**config.mk**
```make
export PLATFORM = sky130hd
export DESIGN_NAME = uibc_top
export DESIGN_NICKNAME = d
export VERILOG_FILES = /design/src/uibc_pkg.sv /design/src/uibc_top.sv
export VERILOG_INCLUDE_DIRS = /design/src
export SDC_FILE = /design/constraint.sdc
export NUM_CORES = 1
export LEC_CHECK = 0
export BUFFER_PORTS_ARGS = -buffer_cell sky130_fd_sc_hd__clkbuf_2
export CAP_MARGIN = 20
export CORE_ASPECT_RATIO = 1.4
export CORE_MARGIN = 3
export CORE_UTILIZATION = 45
export CTS_BUF_LIST = sky130_fd_sc_hd__clkbuf_4 sky130_fd_sc_hd__clkbuf_8 sky130_fd_sc_hd__clkbuf_16
export DETAILED_ROUTE_END_ITERATION = 12
export PLACE_DENSITY_LB_ADDON = 0.15
export RECOVER_POWER = 100
export SLEW_MARGIN = 30
export SYNTH_ARGS = -nofsm -noshare
export SYNTH_HDL_FRONTEND = slang
export SYNTH_SLANG_ARGS = --single-unit
```
**constraint.sdc**
```tcl
create_clock -name pclk -period 3.4 [get_ports pclk]
set_input_delay 0.17 -clock pclk [delete_from_list [all_inputs] [get_ports pclk]]
set_output_delay 0.17 -clock pclk [all_outputs]
set_load 0.05 [all_outputs]
```
**src/uibc_consts.svh**
```systemverilog
`ifndef UIBC_CONSTS_SVH
`define UIBC_CONSTS_SVH

// ==========================================================
// register byte addresses
`define UIBC_OFF_CTRL 16'hfd24
`define UIBC_OFF_STAT 16'hfd28
`define UIBC_OFF_TXD 16'hfd2c
`define UIBC_OFF_RXD 16'hfd30
`define UIBC_OFF_DIV 16'hfd34
`define UIBC_OFF_PSR 16'hfd38
`define UIBC_OFF_MODE 16'hfd3c
`define UIBC_OFF_EVT 16'hfd40
`define UIBC_OFF_MASK 16'hfd44

// ==========================================================
// one-hot select positions
`define UIBC_SEL_CTRL 0
`define UIBC_SEL_STAT 1
`define UIBC_SEL_TXD 2
`define UIBC_SEL_RXD 3
`define UIBC_SEL_DIV 4
`define UIBC_SEL_PSR 5
`define UIBC_SEL_MODE 6
`define UIBC_SEL_EVT 7
`define UIBC_SEL_MASK 8
`define UIBC_SEL_W 9

// ==========================================================
// field positions
`define UIBC_CTRL_TBE 0
`define UIBC_CTRL_RBF 1
`define UIBC_CTRL_EN_LO 5
`define UIBC_CTRL_EN_HI 7
`define UIBC_STAT_PAR 0
`define UIBC_STAT_FRM 1
`define UIBC_STAT_OVR 2
`define UIBC_STAT_ERR 3
`define UIBC_STAT_BUSY 6
`define UIBC_MODE_SYNC 0
`define UIBC_MODE_PAREN 1

// ==========================================================
// reset values (interrupt control reads 0x01)
`define UIBC_CTRL_RESET 8'h01
`define UIBC_TBE_RESET 1'b1

// ==========================================================
// timing: base ticks per bit are 16 async, 2 sync
`define UIBC_ASYNC_BIT_LAST 4'hf
`define UIBC_ASYNC_MID 4'h7
`define UIBC_SYNC_BIT_LAST 4'h1
`define UIBC_SYNC_MID 4'h0
`define UIBC_PRE_STEP 2
`define UIBC_FRAME_LAST 4'h9
`define UIBC_FRAME_LAST_PAR 4'ha

`endif

```
**src/uibc_pkg.sv**
```systemverilog
package uibc_pkg;

    // ==========================================================
    // line-side state machines
    typedef enum logic [0:0] {
        TX_IDLE = 1'b0,
        TX_SEND = 1'b1
    } uibc_tx_state_type;

    typedef enum logic [0:0] {
        RX_IDLE = 1'b0,
        RX_FRAME = 1'b1
    } uibc_rx_state_type;

endpackage : uibc_pkg

```
**src/uibc_top.sv**
```systemverilog
`timescale 1ns/1ps
`default_nettype none
`include "uibc_consts.svh"

module uibc_top
    import uibc_pkg::*;
#(
    parameter int DIV_W = 11, // baud divisor width
    parameter int PSR_W = 5 // prescale select width
) (
    input wire logic pclk, // system clock, 20 MHz
    input wire logic presetn, // async reset, active low
    input wire logic psel, // apb select
    input wire logic penable, // apb access phase
    input wire logic pwrite, // apb direction
    input wire logic [15:0] paddr, // apb byte address
    input wire logic [31:0] pwdata, // apb write data
    output logic [31:0] prdata, // apb read data
    output logic pready, // apb ready
    output logic pslverr, // unmapped address
    output logic irq, // level interrupt
    input wire logic rxd, // serial receive pin
    output logic txd, // serial transmit pin
    output logic sclk // serial clock, sync mode only
);

    // ==========================================================
    // state
    typedef struct packed {
        logic pready;
        logic pslverr;
        logic [31:0] prdata;
        logic irq;
        logic txd;
        logic sclk;
        logic [2:0] irq_en; // fault, rx full, tx empty
        logic tx_empty_flag;
        logic rx_full_flag;
        logic parity_flag;
        logic framing_flag;
        logic overrun_flag;
        logic [DIV_W-1:0] divisor;
        logic [PSR_W-1:0] prescale_select;
        logic sync_mode;
        logic parity_en;
        logic [2:0] evt; // fault, rx full, tx empty
        logic [2:0] evt_mask;
        logic [7:0] tx_holding_buffer;
        uibc_tx_state_type tx_state;
        logic [10:0] tx_shift_register;
        logic [3:0] tx_left;
        logic [3:0] tx_tick;
        uibc_rx_state_type rx_state;
        logic [10:0] rx_shift_register;
        logic [3:0] rx_bits;
        logic [3:0] rx_tick;
        logic [7:0] rx_holding_buffer;
        logic [2:0] rx_sync;
        logic rx_level;
        logic [PSR_W:0] pre_acc;
        logic [DIV_W-1:0] div_cnt;
    } uibc_state_type;

    uibc_state_type s_q;
    uibc_state_type s_d;

    // ==========================================================
    // address decode, shared by read and write paths
    function automatic logic [`UIBC_SEL_W-1:0] reg_sel(input logic [15:0] a);
        logic [`UIBC_SEL_W-1:0] s;
        s = '0;
        case (a)
            `UIBC_OFF_CTRL: s[`UIBC_SEL_CTRL] = 1'b1;
            `UIBC_OFF_STAT: s[`UIBC_SEL_STAT] = 1'b1;
            `UIBC_OFF_TXD: s[`UIBC_SEL_TXD] = 1'b1;
            `UIBC_OFF_RXD: s[`UIBC_SEL_RXD] = 1'b1;
            `UIBC_OFF_DIV: s[`UIBC_SEL_DIV] = 1'b1;
            `UIBC_OFF_PSR: s[`UIBC_SEL_PSR] = 1'b1;
            `UIBC_OFF_MODE: s[`UIBC_SEL_MODE] = 1'b1;
            `UIBC_OFF_EVT: s[`UIBC_SEL_EVT] = 1'b1;
            `UIBC_OFF_MASK: s[`UIBC_SEL_MASK] = 1'b1;
            default: s = '0;
        endcase
        return s;
    endfunction : reg_sel

    // ==========================================================
    // next state
    always_comb begin
        logic [`UIBC_SEL_W-1:0] sel;
        logic capture;
        logic done;
        logic rd;
        logic wr;
        logic [31:0] rdata;
        logic [PSR_W:0] p2;
        logic [PSR_W:0] acc_sum;
        logic pre_tick;
        logic base_tick;
        logic [3:0] bit_last;
        logic [3:0] mid;
        logic [3:0] frame_last;
        logic err;
        logic perr;
        logic ferr;
        logic oerr;
        sel = reg_sel(paddr);
        capture = psel & penable & ~s_q.pready;
        done = psel & penable & s_q.pready;
        rd = capture & ~pwrite;
        wr = done & pwrite;
        rdata = '0;
        p2 = '0;
        acc_sum = '0;
        pre_tick = 1'b0;
        base_tick = 1'b0;
        err = 1'b0;
        perr = 1'b0;
        ferr = 1'b0;
        oerr = 1'b0;
        bit_last = '0;
        mid = '0;
        frame_last = '0;
        s_d = s_q;

        // read mux; reserved bits stay zero
        rdata[`UIBC_CTRL_TBE] = sel[`UIBC_SEL_CTRL] & s_q.tx_empty_flag;
        rdata[`UIBC_CTRL_RBF] = sel[`UIBC_SEL_CTRL] & s_q.rx_full_flag;
        if (sel[`UIBC_SEL_CTRL]) begin
            rdata[`UIBC_CTRL_EN_HI:`UIBC_CTRL_EN_LO] = s_q.irq_en;
        end
        if (sel[`UIBC_SEL_STAT]) begin
            rdata[`UIBC_STAT_PAR] = s_q.parity_flag;
            rdata[`UIBC_STAT_FRM] = s_q.framing_flag;
            rdata[`UIBC_STAT_OVR] = s_q.overrun_flag;
            rdata[`UIBC_STAT_ERR] = s_q.parity_flag | s_q.framing_flag
                | s_q.overrun_flag;
            rdata[`UIBC_STAT_BUSY] = (s_q.tx_state == TX_SEND);
        end
        if (sel[`UIBC_SEL_RXD]) begin
            rdata[7:0] = s_q.rx_holding_buffer;
        end
        if (sel[`UIBC_SEL_DIV]) begin
            rdata[DIV_W-1:0] = s_q.divisor;
        end
        if (sel[`UIBC_SEL_PSR]) begin
            rdata[PSR_W-1:0] = s_q.prescale_select;
        end
        if (sel[`UIBC_SEL_MODE]) begin
            rdata[`UIBC_MODE_SYNC] = s_q.sync_mode;
            rdata[`UIBC_MODE_PAREN] = s_q.parity_en;
        end
        if (sel[`UIBC_SEL_EVT]) begin
            rdata[2:0] = s_q.evt;
        end
        if (sel[`UIBC_SEL_MASK]) begin
            rdata[2:0] = s_q.evt_mask;
        end

        // apb answer: one wait state, data registered with pready
        s_d.pready = capture;
        s_d.pslverr = capture & ~(|sel);
        s_d.prdata = rd ? rdata : '0;

        // read side effects act at capture so a same-cycle set still wins
        if (rd && sel[`UIBC_SEL_STAT]) begin
            s_d.parity_flag = 1'b0;
            s_d.framing_flag = 1'b0;
            s_d.overrun_flag = 1'b0;
        end
        if (rd && sel[`UIBC_SEL_RXD]) begin
            s_d.rx_full_flag = 1'b0;
        end

        // software writes; flag bits of control are read-only
        if (wr && sel[`UIBC_SEL_CTRL]) begin
            s_d.irq_en = pwdata[`UIBC_CTRL_EN_HI:`UIBC_CTRL_EN_LO];
        end
        if (wr && sel[`UIBC_SEL_DIV]) begin
            s_d.divisor = pwdata[DIV_W-1:0];
            s_d.div_cnt = '0; // avoid a long wrap past a smaller divisor
        end
        if (wr && sel[`UIBC_SEL_PSR]) begin
            s_d.prescale_select = pwdata[PSR_W-1:0];
        end
        if (wr && sel[`UIBC_SEL_MODE]) begin
            s_d.sync_mode = pwdata[`UIBC_MODE_SYNC];
            s_d.parity_en = pwdata[`UIBC_MODE_PAREN];
        end
        if (wr && sel[`UIBC_SEL_EVT]) begin
            s_d.evt = s_q.evt & ~pwdata[2:0];
        end
        if (wr && sel[`UIBC_SEL_MASK]) begin
            s_d.evt_mask = pwdata[2:0];
        end

        // prescaler in half steps: P = (select + 2) / 2, so 6.5 is reachable
        p2 = (PSR_W+1)'(s_q.prescale_select) + (PSR_W+1)'(`UIBC_PRE_STEP);
        acc_sum = s_q.pre_acc + (PSR_W+1)'(`UIBC_PRE_STEP);
        pre_tick = (acc_sum >= p2);
        s_d.pre_acc = pre_tick ? acc_sum - p2 : acc_sum;

        // divisor: one base tick every N = divisor + 1 prescaler ticks
        if (pre_tick && !(wr && sel[`UIBC_SEL_DIV])) begin
            base_tick = (s_q.div_cnt == s_q.divisor);
            s_d.div_cnt = base_tick ? '0 : s_q.div_cnt + 1'b1;
        end

        // a bit lasts 16 base ticks async, 2 sync
        bit_last = s_q.sync_mode ? `UIBC_SYNC_BIT_LAST
            : `UIBC_ASYNC_BIT_LAST;
        mid = s_q.sync_mode ? `UIBC_SYNC_MID : `UIBC_ASYNC_MID;
        frame_last = s_q.parity_en ? `UIBC_FRAME_LAST_PAR : `UIBC_FRAME_LAST;

        // sync mode: serial clock toggles every base tick, one period per bit; async holds it high
        s_d.sclk = s_q.sync_mode ? (s_q.sclk ^ base_tick) : 1'b1;

        // transmitter: lsb first, even parity, one stop bit
        unique case (s_q.tx_state)
            TX_IDLE: begin
                if (!s_q.tx_empty_flag) begin
                    s_d.tx_shift_register = s_q.parity_en
                        ? {1'b1, ^s_q.tx_holding_buffer,
                           s_q.tx_holding_buffer, 1'b0}
                        : {2'b11, s_q.tx_holding_buffer, 1'b0};
                    s_d.tx_left = frame_last;
                    s_d.tx_tick = '0;
                    s_d.tx_state = TX_SEND;
                    s_d.tx_empty_flag = 1'b1;
                    s_d.evt[0] = 1'b1;
                end
            end
            TX_SEND: begin
                if (base_tick) begin
                    if (s_q.tx_tick == bit_last) begin
                        s_d.tx_tick = '0;
                        if (s_q.tx_left == 4'h0) begin
                            s_d.tx_state = TX_IDLE;
                        end else begin
                            s_d.tx_shift_register =
                                {1'b1, s_q.tx_shift_register[10:1]};
                            s_d.tx_left = s_q.tx_left - 4'h1;
                        end
                    end else begin
                        s_d.tx_tick = s_q.tx_tick + 4'h1;
                    end
                end
            end
        endcase

        // a new byte makes the holding buffer full even if a move just
        // emptied it, so the write is applied after the move
        if (wr && sel[`UIBC_SEL_TXD]) begin
            s_d.tx_holding_buffer = pwdata[7:0];
            s_d.tx_empty_flag = 1'b0;
        end
        s_d.txd = (s_d.tx_state == TX_SEND) ? s_d.tx_shift_register[0] : 1'b1;

        // pin filter: a level counts once the second and third stage agree
        s_d.rx_sync = {s_q.rx_sync[1:0], rxd};
        if (s_q.rx_sync[1] == s_q.rx_sync[2]) begin
            s_d.rx_level = s_q.rx_sync[2];
        end

        // receiver: start on low level, sample each bit in its middle
        unique case (s_q.rx_state)
            RX_IDLE: begin
                if (!s_q.rx_level) begin
                    s_d.rx_state = RX_FRAME;
                    s_d.rx_bits = '0;
                    s_d.rx_tick = '0;
                end
            end
            RX_FRAME: begin
                if (base_tick) begin
                    s_d.rx_tick = (s_q.rx_tick == bit_last) ? 4'h0
                        : s_q.rx_tick + 4'h1;
                    if (s_q.rx_tick == bit_last) begin
                        s_d.rx_bits = s_q.rx_bits + 4'h1;
                    end
                    if (s_q.rx_tick == mid) begin
                        s_d.rx_shift_register[s_q.rx_bits] = s_q.rx_level;
                        if (s_q.rx_bits == 4'h0 && s_q.rx_level) begin
                            s_d.rx_state = RX_IDLE; // glitch, not a start
                        end else if (s_q.rx_bits == frame_last) begin
                            // stop bit sampled: hand the byte over
                            ferr = ~s_q.rx_level;
                            perr = s_q.parity_en
                                & (^s_q.rx_shift_register[9:1]);
                            oerr = s_q.rx_full_flag
                                & ~(rd && sel[`UIBC_SEL_RXD]);
                            s_d.rx_state = RX_IDLE;
                            s_d.rx_holding_buffer = s_q.rx_shift_register[8:1];
                            s_d.rx_full_flag = 1'b1;
                            s_d.evt[1] = 1'b1;
                            if (ferr) begin
                                s_d.framing_flag = 1'b1;
                            end
                            if (perr) begin
                                s_d.parity_flag = 1'b1;
                            end
                            if (oerr) begin
                                s_d.overrun_flag = 1'b1;
                            end
                            if (ferr | perr | oerr) begin
                                s_d.evt[2] = 1'b1;
                            end
                        end
                    end
                end
            end
        endcase

        // interrupt level follows the flags of the next state
        err = s_d.overrun_flag | s_d.framing_flag | s_d.parity_flag;
        s_d.irq = (s_d.irq_en[0] & s_d.tx_empty_flag)
            | (s_d.irq_en[1] & s_d.rx_full_flag)
            | (s_d.irq_en[2] & err)
            | (|(s_d.evt & s_d.evt_mask));
    end

    // ==========================================================
    // state register; only constants under reset
    always_ff @(posedge pclk or negedge presetn) begin
        if (!presetn) begin
            s_q <= '0;
            s_q.tx_empty_flag <= `UIBC_TBE_RESET;
            s_q.txd <= 1'b1;
            s_q.sclk <= 1'b1;
            s_q.rx_sync <= 3'h7;
            s_q.rx_level <= 1'b1;
        end else begin
            s_q <= s_d;
        end
    end

    // ==========================================================
    // outputs straight from the state register
    assign prdata = s_q.prdata;
    assign pready = s_q.pready;
    assign pslverr = s_q.pslverr;
    assign irq = s_q.irq;
    assign txd = s_q.txd;
    assign sclk = s_q.sclk;

endmodule : uibc_top

`default_nettype wire

```
Word-level counts from Yosys, hierarchy flattened

Cells that the tools add are included.

Add/subtract/negate cells: 8
Magnitude comparators: 3
Equality and inequality tests: 22
Muxes and demuxes: 76
Bitwise logic cells: 34
Reductions and logical operators: 26

Operators by type and width:

| operator              | count |
|---|---|
| $eq 16x16->1 const B  | 9 |
| $mux 11               | 5 |
| $mux 20               | 2 |
| $mux 4                | 10 |
| $mux 8                | 5 |
| $pmux 20 s2           | 1 |
| $mux 28               | 1 |
| $mux 1                | 27 |
| $mux 3                | 8 |
| $mux 16               | 1 |
| $pmux 8 s2            | 1 |
| $mux 15               | 1 |
| $mux 2                | 7 |
| $and 1x1->1           | 13 |
| $add 4x1->4 const B   | 3 |
| $eq 4x4->1            | 3 |
| $logic_and 1x1->1     | 12 |
| $mux 12               | 1 |
| $add 11x1->11 const B | 1 |
| $bwmux 11             | 1 |
| $eq 11x11->1          | 1 |
| $mux 10               | 1 |
| $or 1x1->1            | 9 |
| $reduce_or 9->1       | 1 |
| other kinds (29)      | 45 |

Bits in registers: 125
Input port bits: 54
Output and inout bits: 37

Longest topological paths before layout

Gate-level depths: netlist of the first run.

Depth in word-level cells: 17
Depth in mapped cells: 12

Least setup slack after synthesis of the first run

No wires, ideal clock.

Path kind: register to register
From: register s_q[12] in the netlist's numbering
To: register with a tool-made name
Arrival: 2.910 ns
Required time: 3.275 ns
Slack: 0.365 ns
Cell stages (with the launch flop): 11
Period minus slack after synthesis: 3.035 ns
Cell sequence: dfrtp_1 -> ha_1 -> xor2_1 -> ha_1 -> o21a_1 -> o31ai_1 -> a31oi_1 -> or4b_2 -> nor3_1 -> nand2_1 -> mux2_2

RTL lines:

| element     | RTL line       | text |
|---|---|---|
| from (decl) | uibc_top.sv:64 | `uibc_state_type s_q;` |

==> flow_summary_export.csv, run 1 <==
group,metric,value,unit
pwr,peakVddDrop,0.3634,mV
synthesis,synth_edf_count,0,
pwr,power.leakage,3.737,nW
critical_path,crit_path_max_fanout,5,
synthesis,post_synth_num_cell_types,74,
grt,antenna_found_initial,0,
grt,grt_pass1_wl,26580,microns
synthesis,synth.most_common_cell,"nand2_1",
clock_network,htree_num_levels,4,
final_layout,seqCellArea,3087,sq um
final_layout,fillCellCount,1326,
drt,wl_per_cell,17.16,microns
clock_network,clock_path_buffers,2,
drt,drc,0,
drt,drt_pass1_iterations,7,
grt,grt-ovfl-total,0,
timing,fin_tns_setup,0,ns
critical_path,crit_top_cell,"ha_1",
critical_path,path_depth,12,
critical_path,cp_cell_sequence,"ha_1, xor2_1, ha_1, o21a_1, o31ai_1, a31oi_2, buf_4, or4b_2, nor3_2, clkbuf_2, nand2_1, mux2_2",
floorplan,rows,52,
final_layout,nNetsFinal,825,
pwr,powerDensity,727.3,nW/um^2
floorplan,die_h,150.5,microns
synthesis,synthCells,693,
timing,fin_ws,0.2015,ns
synthesis,synth.largest_area_cell,"dfrtp_1",
hold_path,hold_depth,3,
place,portBuffers,48,
final_layout,area_delta_synth_final,14.72,%
timing,setup_violations,0,
drt,antenna_left,0,
synthesis,yosysWarnings,0,
drt,num_vias,5306,
timing,rsz0062_at_grt,"false",
timing,tightest_slew,1.556,ns
clock_network,clkLatencyLatePin,0.42,ns
drt,routed_via_density,5.556,
floorplan,core_area,14510,sq um
clock_network,cts.clk_slew.worst_paths,0.06,ns
synthesis,synthDominantCellAreaShare,43.28,%
hold_path,worstHoldPathType,"in -> reg",
clock_network,cts_made_buffers,17,
critical_path,critical_path_required,3.70,ns
clock_network,clock-sinks,123,
synthesis,avgSynthCellArea,9.679,sq um
place,place_congestion,0.8809,
floorplan,initial_core_util,46.23,%
critical_path,end_kind,"flop",
synthesis,synth_common_cells,"nand2_1, dfrtp_1, nor2_1",
critical_path,ff2ff_path_depth,12,
status,violations,"max-capacitance violations, max-slew violations",
timing,post-route-period-util,94.07,%
critical_path,cpPeakStageDelay,0.62,ns
synthesis,synth_area_leaders,"dfrtp_1, nand2_1, mux2_2, buf_4, ha_1",
critical_path,cp_top_family,"simple AND/OR/NAND/NOR gates",
job,cap_violations,1,
synthesis,synth_ff_type,"dfrtp_1",
status,outcome,"finished, violations left",
drt,wirelength,16390,microns
timing,max_freq,0.3126,GHz
critical_path,critPathBufInv,2,
floorplan,die_w,109.2,microns
timing,final.setup_skew,0.007402,ns
clock_network,cts_tree,"built",
timing,hold_viol_final,0,
grt,grt_pass1_vias,5303,
critical_path,path_class,"reg -> reg",
timing,slew_viol_final,63,
final_layout,multi_input_area,3287,sq um
timing,maxSlewHeadroom,-3.718,%
grt,grt_max_degree,63,
critical_path,crit_path_top_delay_cell,"or4b_2",
place,dp_hpwl,11920,microns
critical_path,cp-start-kind,"flop",
timing,min_period,3.198,ns
synthesis,async_reset_ff_share,100.0,%
critical_path,cp.arrival,3.50,ns
synthesis,ys_ff_latch,123,
place,place_ws,0.1670,ns
drt,drtIter0Drc,300,
floorplan,die_area,16430,sq um
synthesis,syn_area,6708,sq um
final_layout,drive_gt1_share,16.19,%
clock_network,clockRootBuffer,"clkbuf_16",
final_layout,num_antenna_cells,0,
floorplan,io_pins,91,
grt,grt.total_usage,21.17,%
synthesis,ys_seq_area_share,46.02,%
[flip-flops by register name, summed over array words and instances (netlist names), named ones only]
| register | count |
|---|---|
| irq | 1 |
| prdata | 11 |
| pready | 1 |
| pslverr | 1 |
| s_d | 2 |
| s_q | 96 |
| sclk | 1 |
| txd | 1 |
[tightest hold or removal path, stage by stage]
cell and delay (ns):
clkbuf_2 0.11, nand2_1 0.06, nand2_1 0.05
[layer usage]
layer / GRT usage [%] / up-vias / share of wire, %
li1: - / 2480 / -
met1: 24.40 / 2636 / 40
met2: 37.61 / 153 / 53
met3: 4.462 / 37 / 4.2
met4: 8.921 / 0 / 3.0
met5: 0 / - / 0
[through the flow]
| stage | total power [mW] | std cells | cell area (sq um) | hold WS (ns) | util (%) |
|---|---|---|---|---|---|
| finish | 5.596 | 955 | 7695 | 0.007693 | 53.04 |
| global route | 5.935 | 955 | 7695 | 0.01858 | 53.04 |
| CTS | 5.640 | 953 | 7776 | 0.002899 | 53.60 |
| detailed placement | 3.751 | 913 | 7089 | 0.2618 | 48.86 |
| global placement | 3.667 | 913 | 7089 | 0.2596 | 48.86 |
| floorplan | 3.248 | 713 | 6783 | -0.1256 | - |
[path summary, 6_finish.rpt]
path | startpoint | end | slack (ns)
min | pwdata[5] | s_q[95] | 0.008
max in group asynchronous | presetn | s_q[52] | 0.59
max reg2reg | s_q[12] | flop | 0.20
min reg2reg | s_d[19] | s_d[20] | 0.36
min in group asynchronous | presetn | s_q[12] | 0.67
max | s_q[12] | flop | 0.20
[report_power, final]
part	switching (mW)	leakage (nW)	internal, mW	total (mW)
Sequential	0.226	1.61	1.69	1.91
Combinational	1.05	1.83	0.778	1.83
Clock	0.663	0.295	1.19	1.85
Total	1.94	3.74	3.66	5.60
[placed cells by master (no fill, tap or decap), drive strengths merged, types with 11 or more instances in the layout]
cell / n
inv: 16
a22oi: 11
o21ai: 41
ha: 17
dfrtp: 116
nand4: 11
conb: 21
nand2: 137
nand2b: 11
clkbuf: 78
nor2: 44
buf: 11
mux2: 35
a21oi: 17
xnor2: 19
xor2: 20
nand3: 16
[layout make-up]
class	count	area share, %
multi-input combinational	518	42.72
sequential	123	40.11
clock buffer	20	5.984
timing repair buffer	77	5.431
tap	189	3.073
clock inverter	12	1.902
inverter	16	0.7805
[cell families after synthesis]
kind of cell	after synthesis	share of synthesized area, %
and+or+nand+nor	289	21.49
DFF	123	46.02
AOI/OAI and AO/OA	109	10.56
buffers and inverters	72	5.969
xor gates and xnor gates	41	5.764
muxes	39	6.529
adders and majority gates	19	3.619
other	1	0.05591
[repair_timing]
item	CTS	global route
setup endpoints to repair	0	8
resized for setup	0	1
endpoints found under the hold margin	63	0
setup buffers	0	2
hold buffers	8	0
(Power assumes the default switching activity.)
==> inputs of run 2 (changes only) <==
--- a/config.mk
+++ b/config.mk
@@ -9,8 +9,8 @@
 export BUFFER_PORTS_ARGS = -buffer_cell sky130_fd_sc_hd__clkbuf_2
 export CAP_MARGIN = 20
 export CORE_ASPECT_RATIO = 1.4
-export CORE_MARGIN = 3
-export CORE_UTILIZATION = 45
+export CORE_MARGIN = 2
+export CORE_UTILIZATION = 32
 export CTS_BUF_LIST = sky130_fd_sc_hd__clkbuf_4 sky130_fd_sc_hd__clkbuf_8 sky130_fd_sc_hd__clkbuf_16
 export DETAILED_ROUTE_END_ITERATION = 12
 export PLACE_DENSITY_LB_ADDON = 0.15
==> run 2 against run 1 <==
Effect of this change: the run still ends with max-capacitance violations, max-slew violations left; non-clock buffer count down 1; via count down 3.7%; clock power about the same; sequential share of layout area down 0.36 points; largest power group unchanged.
==> flow_summary_export.csv, run 2 (same netlist as run 1, synthesis figures left out) <==
group,metric,value,unit
critical_path,ff2ff_path_depth,10,
final_layout,largest_register_ffs,96,
critical_path,end_kind,"flop",
drt,routed_via_density,5.007,
drt,drt-met1-wl,7140,microns
pwr,powerDensity,717.7,nW/um^2
drt,wirelength,17160,microns
floorplan,initial_core_util,32.63,%
grt,antenna_found_initial,0,
clock_network,htree_num_levels,4,
pwr,intPower,3.626,mW
critical_path,critical_path_required,3.71,ns
grt,grt_max_degree,63,
hold_path,min_to,"pready",
grt,grt-ovfl-total,0,
drt,wl_per_cell,16.81,microns
place,place_congestion,0.8607,
clock_network,clkLatencyLatePin,0.42,ns
timing,min_period,3.160,ns
floorplan,core_area,20560,sq um
final_layout,largest_register,"s_q",
final_layout,fillCellCount,2055,
timing,slew_viol_final,63,
timing,final.setup_skew,0.01121,ns
clock_network,clock_path_buffers,2,
pwr,p_sw,1.947,mW
floorplan,die_h,175.3,microns
timing,hold_slack,0.02573,ns
timing,maxSlewHeadroom,-5.562,%
critical_path,cp.arrival,3.47,ns
status,violations,"max-capacitance violations, max-slew violations",
critical_path,rrSetupSlack,0.24,ns
place,dp_hpwl,12730,microns
drt,wl_met2,9209,microns
final_layout,num_antenna_cells,0,
clock_network,cts_made_buffers,17,
clock_network,cts.clk_slew.worst_paths,0.06,ns
timing,fin_tns_setup,0,ns
clock_network,clockRootBuffer,"clkbuf_16",
place,dp_cells,983,
critical_path,r2r-start,"s_q[12]",
drt,drtIter0Drc,240,
clock_network,clock-sinks,123,
pwr,power.leakage,3.740,nW
floorplan,rows,62,
place,portBuffers,48,
pwr,combPwrFrac,32.1,%
hold_path,hold_start,"psel",
timing,post-route-period-util,92.95,%
status,outcome,"finished, violations left",
final_layout,layout_commonest_cell,"nand2_1",
pwr,peakVddDrop,0.4073,mV
pwr,p_clk_share,33.6,%
final_layout,drive_gt1_share,16.21,%
critical_path,cp-start-kind,"flop",
grt,grt.total_usage,16.31,%
drt,drt_pass1_iterations,5,
job,cap_violations,1,
critical_path,path_class,"reg -> reg",
floorplan,io_pins,91,
final_layout,most-common-layout-cells,"nand2_1, dfrtp_1, nor2_1, o21ai_0, clkbuf_2",
drt,dr_wl_met3,476,microns
drt,antenna_left,0,
timing,rsz0062_at_grt,"false",
floorplan,die_area,22150,sq um
drt,num_vias,5112,
hold_path,worstHoldPathType,"in -> reg",
grt,grt_pass1_vias,5298,
clock_network,cts_tree,"built",
hold_path,hold_depth,3,
final_layout,area_delta_synth_final,15.76,%
drt,drc,0,
timing,tightest_slew,1.583,ns
pwr,p_sw_share,34.94,%
grt,grt_pass1_wl,28090,microns
pwr,sequentialPowerShare,34.3,%
critical_path,crit_path_max_fanout,6,
timing,setup_violations,0,
timing,hold_viol_final,0,
timing,max_freq,0.3164,GHz
final_layout,nNetsFinal,824,
clock_network,cts-resized-gates,0,
floorplan,die_w,126.4,microns
drt,routed.top_layer,"met4",
final_layout,final_cells,1021,
## run 2: cell count changes in the layout (fill, tap and decap cells not counted), sizes merged
cell,previous run,this run
dlygate4sd3,8,6
clkinvlp,3,2
clkinv,6,5
clkbuf,78,77
inv,16,19
buf,11,12
## run 2: critical path: stages, from the launching register on
cell and delay [ns]:
dfrtp_1 0.42, ha_1 0.33, ha_1 0.35, nor2b_1 0.21
o31ai_1 0.12, a31oi_2 0.32, or4b_2 0.64, nor3_1 0.16
buf_4 0.16, nand2_1 0.06, mux2_2 0.28
## run 2: worst max-delay path by stage
stage	start	endpoint	slack, ns
6_report	s_q[12]	flop	0.24
3_5_place_dp	s_q[12]	flop	0.18
4_1_cts	s_q[12]	flop	0.15
2_1_floorplan	s_q[12]	flop	0.37
3_3_place_gp	s_q[12]	flop	0.20
5_1_grt	s_q[12]	flop	0.05
## run 2: what timing repair did
action	4_1_cts	5_1_grt
hold endpoints to repair	58	0
setup buffers	0	0
hold buffers	6	0
endpoints found under the setup margin	0	3
## run 2: per-layer routing
metal / global-route usage, % / vias to the layer above
li1: - / 2505
met1: 19.00 / 2485
met2: 29.06 / 104
met3: 3.168 / 18
met4: 6.868 / 0
met5: 0 / -
## run 2: final cells by class
class	instances	area, sq um	share of cell area (%)
clock inverters	13	167.7	2.159
flip-flops and latches	123	3087	39.75
repair buffers	76	410.4	5.285
well taps	256	320.3	4.125
clock buffers	19	440.4	5.672
inverters	16	60.06	0.7734
multi-input cells	518	3279	42.23
## run 2: power groups by stage
stage | clock [mW] | sequential [mW] | combinational [mW]
2_1_floorplan | 0 | 1.88 | 1.36
3_3_place_gp | 0 | 1.92 | 1.77
3_5_place_dp | 0 | 1.93 | 1.81
4_1_cts | 1.92 | 1.91 | 1.83
5_1_grt | 1.99 | 1.95 | 2.03
6_report | 1.87 | 1.91 | 1.79
## run 2: metrics by stage
step / worst slack, ns / utilization [%] / area (sq um) / power [mW]
2_1_floorplan: 0.3652 / - / 6783 / 3.248
3_3_place_gp: 0.2027 / 34.94 / 7183 / 3.690
3_5_place_dp: 0.1819 / 34.94 / 7183 / 3.744
4_1_cts: 0.1498 / 38.19 / 7851 / 5.658
5_1_grt: 0.04707 / 37.77 / 7765 / 5.970
6_report: 0.2398 / 37.77 / 7765 / 5.573
==> inputs of run 3 (changes only) <==
--- a/config.mk
+++ b/config.mk
@@ -10,10 +10,10 @@
 export CAP_MARGIN = 20
 export CORE_ASPECT_RATIO = 1.4
 export CORE_MARGIN = 2
-export CORE_UTILIZATION = 32
+export CORE_UTILIZATION = 58
 export CTS_BUF_LIST = sky130_fd_sc_hd__clkbuf_4 sky130_fd_sc_hd__clkbuf_8 sky130_fd_sc_hd__clkbuf_16
 export DETAILED_ROUTE_END_ITERATION = 12
-export PLACE_DENSITY_LB_ADDON = 0.15
+export PLACE_DENSITY = 0.77
 export RECOVER_POWER = 100
 export SLEW_MARGIN = 30
 export SYNTH_ARGS = -nofsm -noshare
==> run 3 against run 2 <==
Effect of this change: the run still ends with max-capacitance violations, max-slew violations left; fmax down 2.8%; combinational power up 6%; worst setup slack worse by 0.091 ns; non-clock buffer count unchanged; global-route usage up 12 points; clock skew down 0.0033 ns; via count up 5.4%; final area down 1.3%; first-iteration DRC count up 45%.
==> flow_summary_export.csv, run 3 (same netlist as run 1, synthesis figures left out) <==
group,metric,value,unit
timing,hold_viol_final,0,
floorplan,die_h,131.2,microns
clock_network,cts.clk_slew.worst_paths,0.06,ns
final_layout,largest_register_ffs,96,
grt,grt-ovfl-total,0,
pwr,p_sw,1.986,mW
clock_network,clock-sinks,123,
pwr,intPower,3.729,mW
pwr,p_clk_share,33.6,%
drt,wirelength,16390,microns
hold_path,worstHoldPathType,"in -> reg",
floorplan,core_area,11280,sq um
pwr,combPwrFrac,33.0,%
clock_network,clockRootBuffer,"clkbuf_16",
pwr,peakVddDrop,0.5007,mV
final_layout,nNetsFinal,824,
critical_path,end_kind,"flop",
final_layout,num_antenna_cells,0,
place,portBuffers,48,
grt,antenna_found_initial,0,
final_layout,largest_register,"s_q",
clock_network,htree_num_levels,4,
critical_path,cp-start-kind,"flop",
drt,wl_per_cell,18.03,microns
final_layout,seqCellArea,3087,sq um
timing,post-route-period-util,95.63,%
grt,grt.total_usage,27.87,%
floorplan,io_pins,91,
status,outcome,"finished, violations left",
status,violations,"max-capacitance violations, max-slew violations",
timing,fin_tns_setup,0,ns
pwr,power.leakage,3.762,nW
grt,grt_pass1_wl,26710,microns
timing,rsz0062_at_grt,"false",
pwr,powerDensity,745.6,nW/um^2
timing,tightest_slew,1.542,ns
final_layout,most-common-layout-cells,"nand2_1, dfrtp_1, nor2_1, o21ai_0, clkbuf_2",
timing,max_freq,0.3076,GHz
critical_path,critical_path_required,3.71,ns
place,dp_hpwl,11750,microns
timing,final.setup_skew,0.007893,ns
floorplan,rows,46,
timing,min_period,3.251,ns
clock_network,cts_tree,"built",
floorplan,die_area,12450,sq um
critical_path,path_class,"reg -> reg",
clock_network,clkLatencyLatePin,0.42,ns
floorplan,initial_core_util,59.46,%
final_layout,multi_input_area,3286,sq um
grt,grt_max_degree,63,
place,place_congestion,0.9452,
clock_network,clock_path_buffers,2,
drt,drtIter0Drc,347,
timing,slew_viol_final,63,
critical_path,cp.arrival,3.56,ns
final_layout,area_delta_synth_final,14.27,%
drt,drc,0,
timing,maxSlewHeadroom,-2.800,%
job,cap_violations,1,
pwr,totalPowerFinal,5.715,mW
final_layout,fillCellCount,888,
clock_network,cts_made_buffers,17,
final_layout,drive_gt1_share,16.73,%
drt,antenna_left,0,
drt,routed_via_density,5.930,
pwr,sequentialPowerShare,33.4,%
pwr,p_sw_share,34.74,%
critical_path,crit_path_max_fanout,5,
drt,num_vias,5390,
grt,grt_pass1_vias,5578,
floorplan,die_w,94.89,microns
final_layout,layout_commonest_cell,"nand2_1",
timing,setup_violations,0,
drt,drt_pass1_iterations,5,
run 3: final cells by class:
type	count	share of cell area, %
multi-input combinational	518	42.87
tap	144	2.351
inverter	16	0.7835
sequential	123	40.27
clock buffer	18	5.730
timing repair buffer	76	5.468
clock inverter	14	2.530
run 3: what timing repair did:
item	in CTS	in global routing
resized for setup	0	1
endpoints found under the hold margin	67	0
hold buffers	7	0
setup buffers	0	1
setup endpoints to repair	0	5
run 3: power groups by stage:
stage / Combinational [mW] / Clock [mW] / Sequential (mW)
3_3_place_gp: 1.75 / 0 / 1.91
4_1_cts: 1.88 / 1.95 / 1.90
6_report: 1.89 / 1.92 / 1.91
3_5_place_dp: 1.86 / 0 / 1.93
2_1_floorplan: 1.36 / 0 / 1.88
5_1_grt: 2.06 / 2.02 / 1.94
run 3: through the flow:
stage          util, %  cell area (sq um)  setup WS (ns)  hold WS (ns)  std cells
2_1_floorplan        -               6783         0.3652       -0.1256        713
4_1_cts          68.64               7744         0.1630      0.005708        908
3_3_place_gp     62.41               7041         0.2737        0.2576        869
6_report         67.95               7665         0.1486       0.01312        909
3_5_place_dp     62.41               7041         0.2080        0.2604        869
5_1_grt          67.95               7665        0.02814       0.02438        909
run 3: final timing paths:
| check | startpoint | to | slack (ns) | cells after the start |
|---|---|---|---|---|
| worst max-delay path | s_q[12] | flop | 0.15 | 11 |
| worst min-delay path | pwdata[5] | s_q[95] | 0.01 | 3 |
| worst max register to register | s_q[12] | flop | 0.15 | 11 |
| worst min register to register | s_d[19] | s_d[20] | 0.37 | 0 |
| max in group asynchronous | presetn | s_q[51] | 0.69 | 3 |
| min in group asynchronous | presetn | s_q[13] | 0.65 | 2 |
run 3: layer usage:
layer | up-vias | global-route usage [%] | part of all wire, %
met3 | 56 | 7.741 | 4.6
met2 | 199 | 47.71 | 53
li1 | 2485 | - | -
met1 | 2650 | 31.03 | 38
met4 | 0 | 14.09 | 4.6
met5 | - | 0 | 0
run 3: worst max-delay path, stage by stage, from the launching register on:
cell     delay [ns]
dfrtp_1        0.42
ha_1           0.24
xor2_1         0.17
ha_1           0.39
o21a_1         0.14
o31ai_1        0.10
a31oi_2        0.36
or4b_2         0.65
nor3_1         0.17
buf_4          0.16
nand2_1        0.07
mux2_2         0.27
